[src/hdl/ftg_defines.svh]
// Offsets, field positions, reset values and timing counts of the flash trigger block
`ifndef FTG_DEFINES_SVH
`define FTG_DEFINES_SVH

`define FTG_CLK_PERIOD_NS   10
`define FTG_ADDR_W          6

`define FTG_REG_OUT_MODE    6'h00
`define FTG_REG_SW_MODE     6'h04
`define FTG_REG_OFS_RAW     6'h08
`define FTG_REG_OFS_ABS     6'h0C
`define FTG_REG_EXPO_MODE   6'h10
`define FTG_REG_EXPO_TIME   6'h14
`define FTG_REG_MIN_FLASH   6'h18
`define FTG_REG_ROI_LINES   6'h1C
`define FTG_REG_VARIANT     6'h20
`define FTG_REG_STATUS      6'h24
`define FTG_REG_FRAMES      6'h28

`define FTG_RST_EXPO_TIME   32'h0000_03E8
`define FTG_RST_MIN_FLASH   32'h0000_0064
`define FTG_RST_ROI_LINES   12'h0_40

`define FTG_STAT_WINDOW     0
`define FTG_STAT_LEVEL      1
`define FTG_STAT_OFS_OK     2
`define FTG_STAT_EXPOSING   3

`define FTG_STEP_A_NS       4560
`define FTG_STEP_B_NS       3455
`define FTG_STEP_C_NS       2764
`define FTG_STEP_CYC(ns)    ((ns) / `FTG_CLK_PERIOD_NS)

`define FTG_RAW_MAX         15'h7FFF

`endif

[src/hdl/ftg_pkg.sv]
// Types of the flash trigger block
package ftg_pkg;

  typedef enum logic [2:0] {
    FTG_OUT_LOW,
    FTG_OUT_HIGH,
    FTG_OUT_WIN_HIGH,
    FTG_OUT_WIN_LOW,
    FTG_OUT_PASS,
    FTG_OUT_PASS_INV
  } ftg_out_e;

  typedef enum logic [1:0] {
    FTG_SW_TTL,
    FTG_SW_LOW_SIDE,
    FTG_SW_HIGH_SIDE,
    FTG_SW_HIZ
  } ftg_sw_e;

  typedef enum logic [1:0] {
    FTG_EXPO_FREE,
    FTG_EXPO_LEVEL,
    FTG_EXPO_PROG,
    FTG_EXPO_EDGE
  } ftg_expo_e;

  typedef enum logic [1:0] {
    FTG_VAR_A,
    FTG_VAR_B,
    FTG_VAR_C
  } ftg_var_e;

  // Camera control lines from the frame grabber
  typedef struct packed {
    logic cc1;
    logic cc2;
    logic cc3;
    logic cc4;
  } ftg_cc_s;

  // Flash output driver: logic level and the two transistor enables
  typedef struct packed {
    logic level;
    logic pu_en;
    logic pd_en;
  } ftg_drv_s;

  // Sensor sequencer strobes, one-cycle pulses
  typedef struct packed {
    logic first_start;
    logic first_end;
    logic last_start;
  } ftg_seq_s;

endpackage : ftg_pkg

[src/hdl/ftg_flash_trigger.sv]
// Trigger inputs, exposure control and flash trigger output with Avalon-MM registers
`timescale 1ns/10ps
`include "ftg_defines.svh"

module ftg_flash_trigger (
  input  wire logic                     clk,            // 100 MHz clock
  input  wire logic                     rst_b,          // Synchronous reset, active low
  input  wire logic [`FTG_ADDR_W-1:0]   address,        // Avalon byte address
  input  wire logic                     read,           // Avalon read
  input  wire logic                     write,          // Avalon write
  input  wire logic [31:0]              writedata,      // Avalon write data
  output logic      [31:0]              readdata,       // Avalon read data
  output logic                          waitrequest,    // Avalon wait request
  input  wire ftg_pkg::ftg_cc_s         cc,             // Camera control lines
  input  wire ftg_pkg::ftg_seq_s        seq,            // Sensor line strobes
  output ftg_pkg::ftg_drv_s             flash,          // Flash output driver
  output logic                          expo_active,    // Exposure under way
  output logic                          readout_start   // Frame readout pulse
);
  import ftg_pkg::*;

  localparam logic [31:0] STEP_NS_A  = 32'(`FTG_STEP_A_NS);
  localparam logic [31:0] STEP_NS_B  = 32'(`FTG_STEP_B_NS);
  localparam logic [31:0] STEP_NS_C  = 32'(`FTG_STEP_C_NS);
  localparam logic [31:0] STEP_CYC_A = 32'(`FTG_STEP_CYC(`FTG_STEP_A_NS));
  localparam logic [31:0] STEP_CYC_B = 32'(`FTG_STEP_CYC(`FTG_STEP_B_NS));
  localparam logic [31:0] STEP_CYC_C = 32'(`FTG_STEP_CYC(`FTG_STEP_C_NS));

  ftg_out_e           out_mode;
  ftg_sw_e            sw_mode;
  ftg_expo_e          expo_mode;
  ftg_var_e           variant;
  logic signed [15:0] ofs_raw;
  logic [31:0]        expo_time;
  logic [31:0]        min_flash;
  logic [11:0]        roi_lines;
  logic [31:0]        frames;

  logic               ack;
  logic               div_busy;
  logic               div_fin;
  logic               div_neg;
  logic [31:0]        div_rem;
  logic [14:0]        div_q;

  logic               trig_q;
  logic               trig_rise;
  logic               trig_fall;
  logic [31:0]        expo_cnt;

  logic               win_run;
  logic [31:0]        win_t;
  logic signed [31:0] open_at;
  logic signed [31:0] close_at;
  logic               window;
  logic               next_level;

  logic [31:0]        step_ns;
  logic [31:0]        step_cyc;
  logic signed [31:0] lines_m1;
  logic signed [31:0] ofs_ext;
  logic               ofs_ok;
  logic               ofs_avail;
  logic               flash_allowed;
  logic               is_abs_wr;

  // Variant step
  always_comb begin
    case (variant)
      FTG_VAR_B: begin
        step_ns  = STEP_NS_B;
        step_cyc = STEP_CYC_B;
      end
      FTG_VAR_C: begin
        step_ns  = STEP_NS_C;
        step_cyc = STEP_CYC_C;
      end
      default: begin
        step_ns  = STEP_NS_A;
        step_cyc = STEP_CYC_A;
      end
    endcase
  end

  assign lines_m1      = {20'h0_0000, roi_lines} - 32'sh0000_0001;
  assign ofs_ext       = 32'(ofs_raw);
  assign ofs_ok        = (ofs_ext <= lines_m1) && (-ofs_ext <= lines_m1);
  assign ofs_avail     = (expo_mode == FTG_EXPO_FREE) || (expo_mode == FTG_EXPO_PROG);
  assign flash_allowed = (expo_time >= min_flash);

  // Avalon-MM slave: one wait cycle, longer for an absolute offset write
  assign is_abs_wr   = write && (address == `FTG_REG_OFS_ABS);
  assign waitrequest = (read || write) && !ack;

  always_ff @(posedge clk) begin
    if (!rst_b) begin
      ack <= 1'b0;
    end else begin
      ack <= (read || write) && !ack && (!is_abs_wr || div_fin);
    end
  end

  // Absolute time to step count by repeated subtraction
  always_ff @(posedge clk) begin
    if (!rst_b) begin
      div_busy <= 1'b0;
      div_fin  <= 1'b0;
      div_neg  <= 1'b0;
      div_rem  <= 32'h0000_0000;
      div_q    <= 15'h0000;
    end else if (is_abs_wr && !div_busy && !div_fin && !ack) begin
      div_busy <= 1'b1;
      div_neg  <= writedata[31];
      div_rem  <= writedata[31] ? (32'h0000_0000 - writedata) : writedata;
      div_q    <= 15'h0000;
    end else if (div_busy) begin
      if (div_rem >= step_ns && div_q != `FTG_RAW_MAX) begin
        div_rem <= div_rem - step_ns;
        div_q   <= div_q + 15'h0001;
      end else begin
        div_busy <= 1'b0;
        div_fin  <= 1'b1;
      end
    end else if (ack) begin
      div_fin <= 1'b0;
    end
  end

  // Register writes, taken at the edge where waitrequest is low
  always_ff @(posedge clk) begin
    if (!rst_b) begin
      out_mode  <= FTG_OUT_LOW;
      sw_mode   <= FTG_SW_HIZ;
      ofs_raw   <= 16'sh0000;
      expo_mode <= FTG_EXPO_FREE;
      expo_time <= `FTG_RST_EXPO_TIME;
      min_flash <= `FTG_RST_MIN_FLASH;
      roi_lines <= `FTG_RST_ROI_LINES;
      variant   <= FTG_VAR_A;
    end else if (write && ack) begin
      case (address)
        `FTG_REG_OUT_MODE:  out_mode  <= ftg_out_e'(writedata[2:0]);
        `FTG_REG_SW_MODE:   sw_mode   <= ftg_sw_e'(writedata[1:0]);
        `FTG_REG_OFS_RAW:   ofs_raw   <= writedata[15:0];
        `FTG_REG_OFS_ABS:   ofs_raw   <= div_neg ? -$signed({1'b0, div_q}) : $signed({1'b0, div_q});
        `FTG_REG_EXPO_MODE: expo_mode <= ftg_expo_e'(writedata[1:0]);
        `FTG_REG_EXPO_TIME: expo_time <= writedata;
        `FTG_REG_MIN_FLASH: min_flash <= writedata;
        `FTG_REG_ROI_LINES: roi_lines <= writedata[11:0];
        `FTG_REG_VARIANT:   variant   <= ftg_var_e'(writedata[1:0]);
        default: ;
      endcase
    end
  end

  // Read data captured as the answer is raised
  always_ff @(posedge clk) begin
    if (!rst_b) begin
      readdata <= 32'h0000_0000;
    end else if (read && !ack) begin
      case (address)
        `FTG_REG_OUT_MODE:  readdata <= {29'h0000_0000, out_mode};
        `FTG_REG_SW_MODE:   readdata <= {30'h0000_0000, sw_mode};
        `FTG_REG_OFS_RAW:   readdata <= ofs_ext;
        `FTG_REG_OFS_ABS:   readdata <= 32'(ofs_ext * $signed(step_ns));
        `FTG_REG_EXPO_MODE: readdata <= {30'h0000_0000, expo_mode};
        `FTG_REG_EXPO_TIME: readdata <= expo_time;
        `FTG_REG_MIN_FLASH: readdata <= min_flash;
        `FTG_REG_ROI_LINES: readdata <= {20'h0_0000, roi_lines};
        `FTG_REG_VARIANT:   readdata <= {30'h0000_0000, variant};
        `FTG_REG_STATUS:    readdata <= {28'h000_0000, expo_active, ofs_ok, flash.level, window};
        `FTG_REG_FRAMES:    readdata <= frames;
        default:            readdata <= 32'h0000_0000;
      endcase
    end
  end

  // Frame trigger edges, CC1 only
  assign trig_rise = cc.cc1 && !trig_q;
  assign trig_fall = !cc.cc1 && trig_q;

  // Reset to the idle high level so release gives no false edge
  always_ff @(posedge clk) begin
    if (!rst_b) begin
      trig_q <= 1'b1;
    end else begin
      trig_q <= cc.cc1;
    end
  end

  // Exposure and readout under trigger control
  always_ff @(posedge clk) begin
    if (!rst_b) begin
      expo_active   <= 1'b0;
      readout_start <= 1'b0;
      expo_cnt      <= 32'h0000_0000;
    end else begin
      readout_start <= 1'b0;
      case (expo_mode)
        FTG_EXPO_LEVEL: begin
          if (trig_fall) begin
            expo_active <= 1'b1;
          end else if (trig_rise && expo_active) begin
            expo_active   <= 1'b0;
            readout_start <= 1'b1;
          end
        end
        FTG_EXPO_PROG, FTG_EXPO_EDGE: begin
          if (!expo_active && trig_rise) begin
            expo_active <= 1'b1;
            expo_cnt    <= (expo_time == 32'h0000_0000) ? 32'h0000_0001 : expo_time;
          end else if (expo_active) begin
            expo_cnt <= expo_cnt - 32'h0000_0001;
            if (expo_cnt == 32'h0000_0001) begin
              expo_active   <= 1'b0;
              readout_start <= 1'b1;
            end
          end
        end
        default: begin
          expo_active <= 1'b0;
        end
      endcase
    end
  end

  // Frame counter, one per readout pulse
  always_ff @(posedge clk) begin
    if (!rst_b) begin
      frames <= 32'h0000_0000;
    end else if (readout_start) begin
      frames <= frames + 32'h0000_0001;
    end
  end

  // Flash window from strobes, or shifted by the offset counter
  always_ff @(posedge clk) begin
    if (!rst_b) begin
      win_run  <= 1'b0;
      win_t    <= 32'h0000_0000;
      open_at  <= 32'sh0000_0000;
      close_at <= 32'sh0000_0000;
      window   <= 1'b0;
    end else if (ofs_avail && ofs_raw != 16'sh0000) begin
      if (seq.first_start) begin
        win_run  <= ofs_ok;
        win_t    <= 32'h0000_0000;
        open_at  <= 32'((lines_m1 + ofs_ext) * $signed(step_cyc));
        close_at <= 32'($signed(expo_time) + ofs_ext * $signed(step_cyc));
        window   <= 1'b0;
      end else if (win_run) begin
        win_t <= win_t + 32'h0000_0001;
        if ($signed(win_t) == close_at) begin
          window  <= 1'b0;
          win_run <= 1'b0;
        end else if ($signed(win_t) == open_at) begin
          window <= 1'b1;
        end
      end
    end else begin
      win_run <= 1'b0;
      if (seq.first_end) begin
        window <= 1'b0;
      end else if (seq.last_start) begin
        window <= 1'b1;
      end
    end
  end

  // Output selection; the window modes are gated by the minimum flash exposure
  always_comb begin
    case (out_mode)
      FTG_OUT_HIGH:     next_level = 1'b1;
      FTG_OUT_WIN_HIGH: next_level = window && flash_allowed;
      FTG_OUT_WIN_LOW:  next_level = !(window && flash_allowed);
      FTG_OUT_PASS:     next_level = cc.cc3;
      FTG_OUT_PASS_INV: next_level = !cc.cc3;
      default:          next_level = 1'b0;
    endcase
  end

  // Driver transistors per switching style
  always_ff @(posedge clk) begin
    if (!rst_b) begin
      flash <= '{level: 1'b0, pu_en: 1'b0, pd_en: 1'b0};
    end else begin
      flash.level <= next_level;
      case (sw_mode)
        FTG_SW_TTL: begin
          flash.pu_en <= next_level;
          flash.pd_en <= !next_level;
        end
        FTG_SW_LOW_SIDE: begin
          flash.pu_en <= 1'b0;
          flash.pd_en <= !next_level;
        end
        FTG_SW_HIGH_SIDE: begin
          flash.pu_en <= next_level;
          flash.pd_en <= 1'b0;
        end
        default: begin
          flash.pu_en <= 1'b0;
          flash.pd_en <= 1'b0;
        end
      endcase
    end
  end

  // Driver, selection, window and exposure readout checks
  a_low_side_pu: assert property (@(posedge clk) disable iff (!rst_b)
    $past(sw_mode) == FTG_SW_LOW_SIDE |-> !flash.pu_en)
    else $error("Upper transistor on in low side style");
  a_high_side_pd: assert property (@(posedge clk) disable iff (!rst_b)
    $past(sw_mode) == FTG_SW_HIGH_SIDE |-> !flash.pd_en)
    else $error("Lower transistor on in high side style");
  a_hiz_both_off: assert property (@(posedge clk) disable iff (!rst_b)
    $past(sw_mode) == FTG_SW_HIZ |-> !flash.pu_en && !flash.pd_en)
    else $error("Driver active in high impedance style");
  a_static_level: assert property (@(posedge clk) disable iff (!rst_b)
    $past(out_mode) inside {FTG_OUT_LOW, FTG_OUT_HIGH} |-> flash.level == ($past(out_mode) == FTG_OUT_HIGH))
    else $error("Static flash level wrong");
  a_pass_follow: assert property (@(posedge clk) disable iff (!rst_b)
    $past(out_mode) inside {FTG_OUT_PASS, FTG_OUT_PASS_INV}
      |-> flash.level == ($past(cc.cc3) ^ ($past(out_mode) == FTG_OUT_PASS_INV)))
    else $error("Pass-through level wrong");
  a_short_expo_quiet: assert property (@(posedge clk) disable iff (!rst_b)
    $past(out_mode) == FTG_OUT_WIN_HIGH && !$past(flash_allowed) |-> !flash.level)
    else $error("Flash pulse with too short exposure");
  a_window_open_last: assert property (@(posedge clk) disable iff (!rst_b)
    !(ofs_avail && ofs_raw != 16'sh0000) && seq.last_start && !seq.first_end && out_mode == FTG_OUT_WIN_HIGH
      && flash_allowed ##1 out_mode == FTG_OUT_WIN_HIGH && flash_allowed |=> flash.level)
    else $error("Window high did not rise on last line start");
  a_window_low_mode: assert property (@(posedge clk) disable iff (!rst_b)
    $past(out_mode) == FTG_OUT_WIN_LOW |-> flash.level == !($past(window) && $past(flash_allowed)))
    else $error("Window low level wrong");
  a_readout_on_rise: assert property (@(posedge clk) disable iff (!rst_b)
    expo_mode == FTG_EXPO_LEVEL && expo_active && trig_rise |=> readout_start && !expo_active)
    else $error("Level mode readout missing on rising trigger");
  a_bad_offset_shut: assert property (@(posedge clk) disable iff (!rst_b)
    ofs_avail && ofs_raw != 16'sh0000 && seq.first_start && !ofs_ok |=> !win_run)
    else $error("Window counter started with offset out of range");

  // Main scenarios
  c_level_frame: cover property (@(posedge clk) disable iff (!rst_b) expo_mode == FTG_EXPO_LEVEL && readout_start);
  c_prog_frame: cover property (@(posedge clk) disable iff (!rst_b) expo_mode == FTG_EXPO_PROG && readout_start);
  c_offset_window: cover property (@(posedge clk) disable iff (!rst_b) win_run && $rose(window));
  c_abs_write: cover property (@(posedge clk) disable iff (!rst_b) is_abs_wr && ack);

endmodule : ftg_flash_trigger

[config.mk]
export PLATFORM = sky130hd
export DESIGN_NAME = ftg_flash_trigger
export DESIGN_NICKNAME = d
export VERILOG_FILES = /design/src/hdl/ftg_pkg.sv /design/src/hdl/ftg_flash_trigger.sv
export VERILOG_INCLUDE_DIRS = /design/src /design/src/hdl
export SDC_FILE = /design/constraint.sdc
export NUM_CORES = 2
export LEC_CHECK = 0
export ABC_AREA = 1
export BUFFER_PORTS_ARGS = -buffer_cell sky130_fd_sc_hd__buf_2
export CAP_MARGIN = 40
export CELL_PAD_IN_SITES_DETAIL_PLACEMENT = 2
export CELL_PAD_IN_SITES_GLOBAL_PLACEMENT = 2
export CORE_MARGIN = 2
export CORE_UTILIZATION = 41
export CTS_CLUSTER_SIZE = 20
export DETAILED_ROUTE_END_ITERATION = 6
export PLACE_DENSITY_LB_ADDON = 0.1
export SKIP_CTS_REPAIR_TIMING = 1
export SYNTH_ARGS = -nofsm -noshare
export SYNTH_HDL_FRONTEND = slang
export SYNTH_SLANG_ARGS = --single-unit
[constraint.sdc]
create_clock -name clk -period 11.1 [get_ports clk]
set_input_delay 2.775 -clock clk [delete_from_list [all_inputs] [get_ports clk]]
set_output_delay 2.775 -clock clk [all_outputs]
set_load 0.02 [all_outputs]
Word-level counts from Yosys, hierarchy flattened. Index checks and enable logic that the tools add are counted.

Bits in registers: 352. Input bits: 49. Output and inout port bits: 38. Word-level logic and storage cells: 181.

Add/subtract/negate cells: 11. Multipliers: 3. $lt $le $gt $ge: 4. Eq/ne operators: 30. Mux-type cells: 44. Bitwise operators: 2. Reduce and logical (&&, ||, !) cells: 59.

Operators by type and width (count): case mux 32 bit (11 select lines) (1); 2-to-1 mux 32 bit (9); adder 32 x 1 -> 32 bit (second input constant) (2); == test 32 bit (2); >= comparator 32 bit (2); adder 32 bit (1); == test 32 x 1 -> 1 bit (second input constant) (1); less-or-equal comparator 32 x 13 -> 1 bit (1); zero test 32 bit (1); negator 16 -> 32 bit (1); case mux 16 bit (2 select lines) (1); subtractor 1 x 32 -> 32 bit (first input constant) (1); subtractor 32 x 1 -> 32 bit (second input constant) (1); subtractor 32 bit (1); multiplier 16 x 14 -> 30 bit (1); AND reduction 2 bit (14); multiplier 17 x 10 -> 27 bit (1); multiplier 16 x 10 -> 26 bit (1); 2-to-1 mux 1 bit (26); case mux 13 bit (2 select lines) (1); == test 6 x 5 -> 1 bit (second input constant) (4); == test 6 bit (second input constant) (3); adder 13 x 16 -> 17 bit (1); less-or-equal comparator 16 x 13 -> 1 bit (1); other kinds (30) (75).

Logic depth before layout (Yosys ltp).
Depth after elaboration: 7. Depth in mapped cells: 42. Depth with buffers taken out: 41.

Worst setup path after synthesis. Ideal clock, no wire load.

Path kind: flip-flop to flip-flop. From: register roi_lines[0]. To: register open_at[24]. Setup time: 59 ps. Arrival: 7436 ps. Required time: 11041 ps. Slack: 3605 ps. Stages on the path, launching flop included: 37. Path buffers: 1. Clock period less this slack: 7495 ps. Path through: dfxtp_1 > inv_1 > ha_1 > nand3_1 > nor3_1 > nand3_1 > nor3_1 > nand3_1 > ha_1 > inv_1 > a21oi_1 > nand2_1 > a21oi_1 > nand2_1 > nand2_1 > nand2_1 > inv_1 > nor2_1 > ha_1 > clkbuf_1 > inv_1 > fa_1 > inv_1 > fa_1 > fa_1 > inv_1 > fa_1 > inv_1 > ha_1 > nand2_1 > nor2_1 > a211oi_1 > o211ai_1 > or2_2 > nand3_1 > o211ai_2 > inv_1.

Longest elaborated chain between the ends: 3.

Ends and longest elaborated chain: start: declaration (RTL line ftg_flash_trigger.sv:36) `logic [11:0] roi_lines;`; start signal: assignment (RTL line ftg_flash_trigger.sv:138) `` roi_lines <= `FTG_RST_ROI_LINES; ``; start signal: assignment (RTL line ftg_flash_trigger.sv:149) `` `FTG_REG_ROI_LINES: roi_lines <= writedata[11:0]; ``; subtractor 12 x 1 -> 13 bit (RTL line ftg_flash_trigger.sv:85) `assign lines_m1 = {20'h0_0000, roi_lines} - 32'sh0000_0001;`; adder 13 x 16 -> 17 bit (RTL line ftg_flash_trigger.sv:248) `open_at <= 32'((lines_m1 + ofs_ext) * $signed(step_cyc));`; multiplier 17 x 10 -> 27 bit (RTL line ftg_flash_trigger.sv:248); end signal: assignment (RTL line ftg_flash_trigger.sv:248); end: declaration (RTL line ftg_flash_trigger.sv:53) `logic signed [31:0] open_at;`.

No other way between the ends. A chain may end at the register's enable or synchronous reset.

Worst setup path in the final report. Ends and elaborated chain as after synthesis.

==> run metrics <==
kind of end point of the critical path flop; final number of max-transition violations 0; accumulated negative setup slack 0 ps; root buf cell sky130_fd_sc_hd__clkbuf_16; width of the die 319 µm; Worst Path Required 11680 ps; total global routing overflow 0; setup repair after global routing missed its margin false; boundary pin count 87; DRC 0; top post-synthesis cells by area sky130_fd_sc_hd__fa_1, sky130_fd_sc_hd__dfxtp_1, sky130_fd_sc_hd__ha_1; routed length per placed instance 25.6 µm; Top Layer Used met4; leading cell types in the layout, fill and taps excluded sky130_fd_sc_hd__inv_1, sky130_fd_sc_hd__nand2_1, sky130_fd_sc_hd__nor2_1, sky130_fd_sc_hd__a21oi_1, sky130_fd_sc_hd__fa_1; count of flip-flops with a built-in enable after synthesis 0; Core Util, Final 0.448; kind of critical path reg2reg; ratio of cells with drive above 1 in the final layout 0.0542; fraction of registers with async set or reset after synthesis 0; total of flip-flops plus latches after synthesis 347; number of port buffers 84; P_leak 22.1 nW; first-pass GRT wire length 272000 µm; commonest non-fill, non-tap cell in the layout sky130_fd_sc_hd__inv_1; count of endpoints failing hold in the final timing report 0; Max Cap Viol 0; Yosys top cell area share 0.197; initial antenna violation count 3; metal2 WL 88100 µm; later-pin clock latency in the skew report 660 ps; combined area of all synthesized cells 40600 µm²; dpl cells 6897; met3 wirelength from detailed routing 7460 µm; final cell count without fillers 6988; Critical Path Start Type flop; maximum level of the CTS H-tree 2; setup ws final 2650 ps; DPL Wire Length 145000 µm; area leader, netlist sky130_fd_sc_hd__fa_1; Ys Warns 0; CTS sink count 347; WHS Path Cells 2; post-route fraction of the period consumed by the critical path 0.761; TritonCTS clock tree done; maximum number of pins on one net before global-route repair 90; starting utilization of the core area 0.413; Worst path max stage delay 570 ps; Period minus WS final 8450 ps; transition at the pin with the smallest max-transition slack 984 ps; num rows 115; Worst VDD drop 111 µV; count of unique library cells instantiated by Yosys 71; Antenna Nets Post-Route 0; length of routed wiring on met1 73000 µm; TritonRoute pass-1 iters 7; worst-case headroom to the max-slew limit 0.335; clock transition at the registers of the reported paths 80 ps; Total GRT Usage 0.349; routability cong. 0.919; CTS buffer count 47; cell with the largest stage delay on the worst path sky130_fd_sc_hd__fa_1; fillers 11700; Placeable Area 98300 µm²; total wire length 179000 µm; post-route cell area 44000 µm²; number of cells produced by synthesis 5640; final setup violation count 0; clock tree skew after final layout 39.5 ps; PD cells 78.0 nW/µm²; floorplan die area 102000 µm²; FF-to-FF path depth 36; vias per std cell 5.70; Worst EP arrival 9030 ps; Die Y-Extent 319 µm; leading register cell type out of synthesis sky130_fd_sc_hd__dfxtp_1; Max Freq 0.118 GHz; post-place setup slack 2690 ps; maximum clock path buffer count 3; Pwr Total 3.43 mW; post-synthesis average cell area 7.20 µm²; Net count, final 6484; portion of the post-synthesis area used by sequential elements 0.171; critical path peak fanout 7; smallest hold slack 466 ps; Post-DP Area 42300 µm²; result of the run finished, final reports clean; Min-Delay Path Class reg2reg; Most Frequent Cell on Critical Path sky130_fd_sc_hd__inv_1; via count of the first global-routing pass 44900; violation count after the first detailed-routing iteration 1876; layout-stage area growth over the synthesis result 8.47%; detailed-route via count 39800
## final timing paths
kind / startpoint / slack [ps] / end
hold / removal: readdata[16]$_SDFFE_PN0P_ / 470 / readdata[16]$_SDFFE_PN0P_
setup / recovery: roi_lines[0]$_SDFFE_PN0P_ / 2650 / open_at[24]$_SDFFE_PN0P_
setup reg to reg: roi_lines[0]$_SDFFE_PN0P_ / 2650 / open_at[24]$_SDFFE_PN0P_
hold reg to reg: readdata[16]$_SDFFE_PN0P_ / 470 / readdata[16]$_SDFFE_PN0P_
## worst max-delay path, delay by kind of cell (launching register included)
family / cells / cell delay, ps
buffers and inverters: 7 / 730
AO/OA/AOI/OAI: 6 / 1130
flip-flops: 1 / 370
AND/OR/NAND/NOR: 13 / 1990
adder cells (fa/ha/maj): 8 / 3320
XOR/XNOR: 2 / 810
## layout make-up
cell class                 count  area, µm²  area share
inverter                    1165       4390      0.0998
clock inverter                26        353     0.00802
multi-input combinational   3976      28600       0.649
sequential                   347       6950       0.158
tap                         1287       1610      0.0366
timing repair buffer         122        820      0.0186
clock buffer                  62       1320      0.0300
antenna                        3       7.51    0.000171
## registers in the layout (all words and copies together), names as in the netlist, 3 cells and up
signal	count
close_at	32
expo_cnt	32
out_mode	3
open_at	27
roi_lines	12
flash	3
ofs_raw	16
readdata	32
win_t	32
min_flash	32
expo_time	32
div_q	15
div_rem	32
frames	32
## layer usage
metal  up-vias  global-route usage
li1      18000                   -
met1     20300               0.418
met2      1040               0.619
met3       426              0.0384
met4         0               0.172
met5         -                   0
## synth_stat cells (9+ instances only)
library cell,number
sky130_fd_sc_hd__a21o_1,12
sky130_fd_sc_hd__nand2_1,913
sky130_fd_sc_hd__clkbuf_1,115
sky130_fd_sc_hd__nor3_1,119
sky130_fd_sc_hd__o221ai_1,14
sky130_fd_sc_hd__ha_1,376
sky130_fd_sc_hd__o21ai_0,346
sky130_fd_sc_hd__a21oi_1,458
sky130_fd_sc_hd__inv_2,21
sky130_fd_sc_hd__nor4_1,31
sky130_fd_sc_hd__dfxtp_1,347
sky130_fd_sc_hd__nor2_1,528
sky130_fd_sc_hd__o211ai_1,39
sky130_fd_sc_hd__o21a_1,11
sky130_fd_sc_hd__buf_2,18
sky130_fd_sc_hd__buf_1,13
sky130_fd_sc_hd__xor2_1,104
sky130_fd_sc_hd__buf_6,9
sky130_fd_sc_hd__a221oi_1,21
sky130_fd_sc_hd__a31oi_1,23
sky130_fd_sc_hd__a211oi_1,9
sky130_fd_sc_hd__fa_1,400
sky130_fd_sc_hd__nand3_1,214
sky130_fd_sc_hd__o21bai_1,16
sky130_fd_sc_hd__xnor2_1,61
sky130_fd_sc_hd__o21ai_1,18
sky130_fd_sc_hd__o211ai_2,13
sky130_fd_sc_hd__nand4_1,80
sky130_fd_sc_hd__inv_1,1137
sky130_fd_sc_hd__o22ai_1,47
sky130_fd_sc_hd__or2_2,20
## kinds of logic after synthesis
kind of cell	share of synthesized area
and+or+nand+nor	0.205
DFF	0.171
other	0.000185
adders and majority gates	0.313
xor gates and xnor gates	0.0356
AOI/OAI and AO/OA	0.148
buffers and inverters	0.127
## power breakdown
group | internal [mW] | switching (mW) | total, mW
clock | 0.969 | 0.705 | 1.67
combinational | 0.152 | 0.345 | 0.497
sequential | 1.25 | 0.0102 | 1.26
total | 2.37 | 1.06 | 3.43
Power figures use the tool's default switching activity.
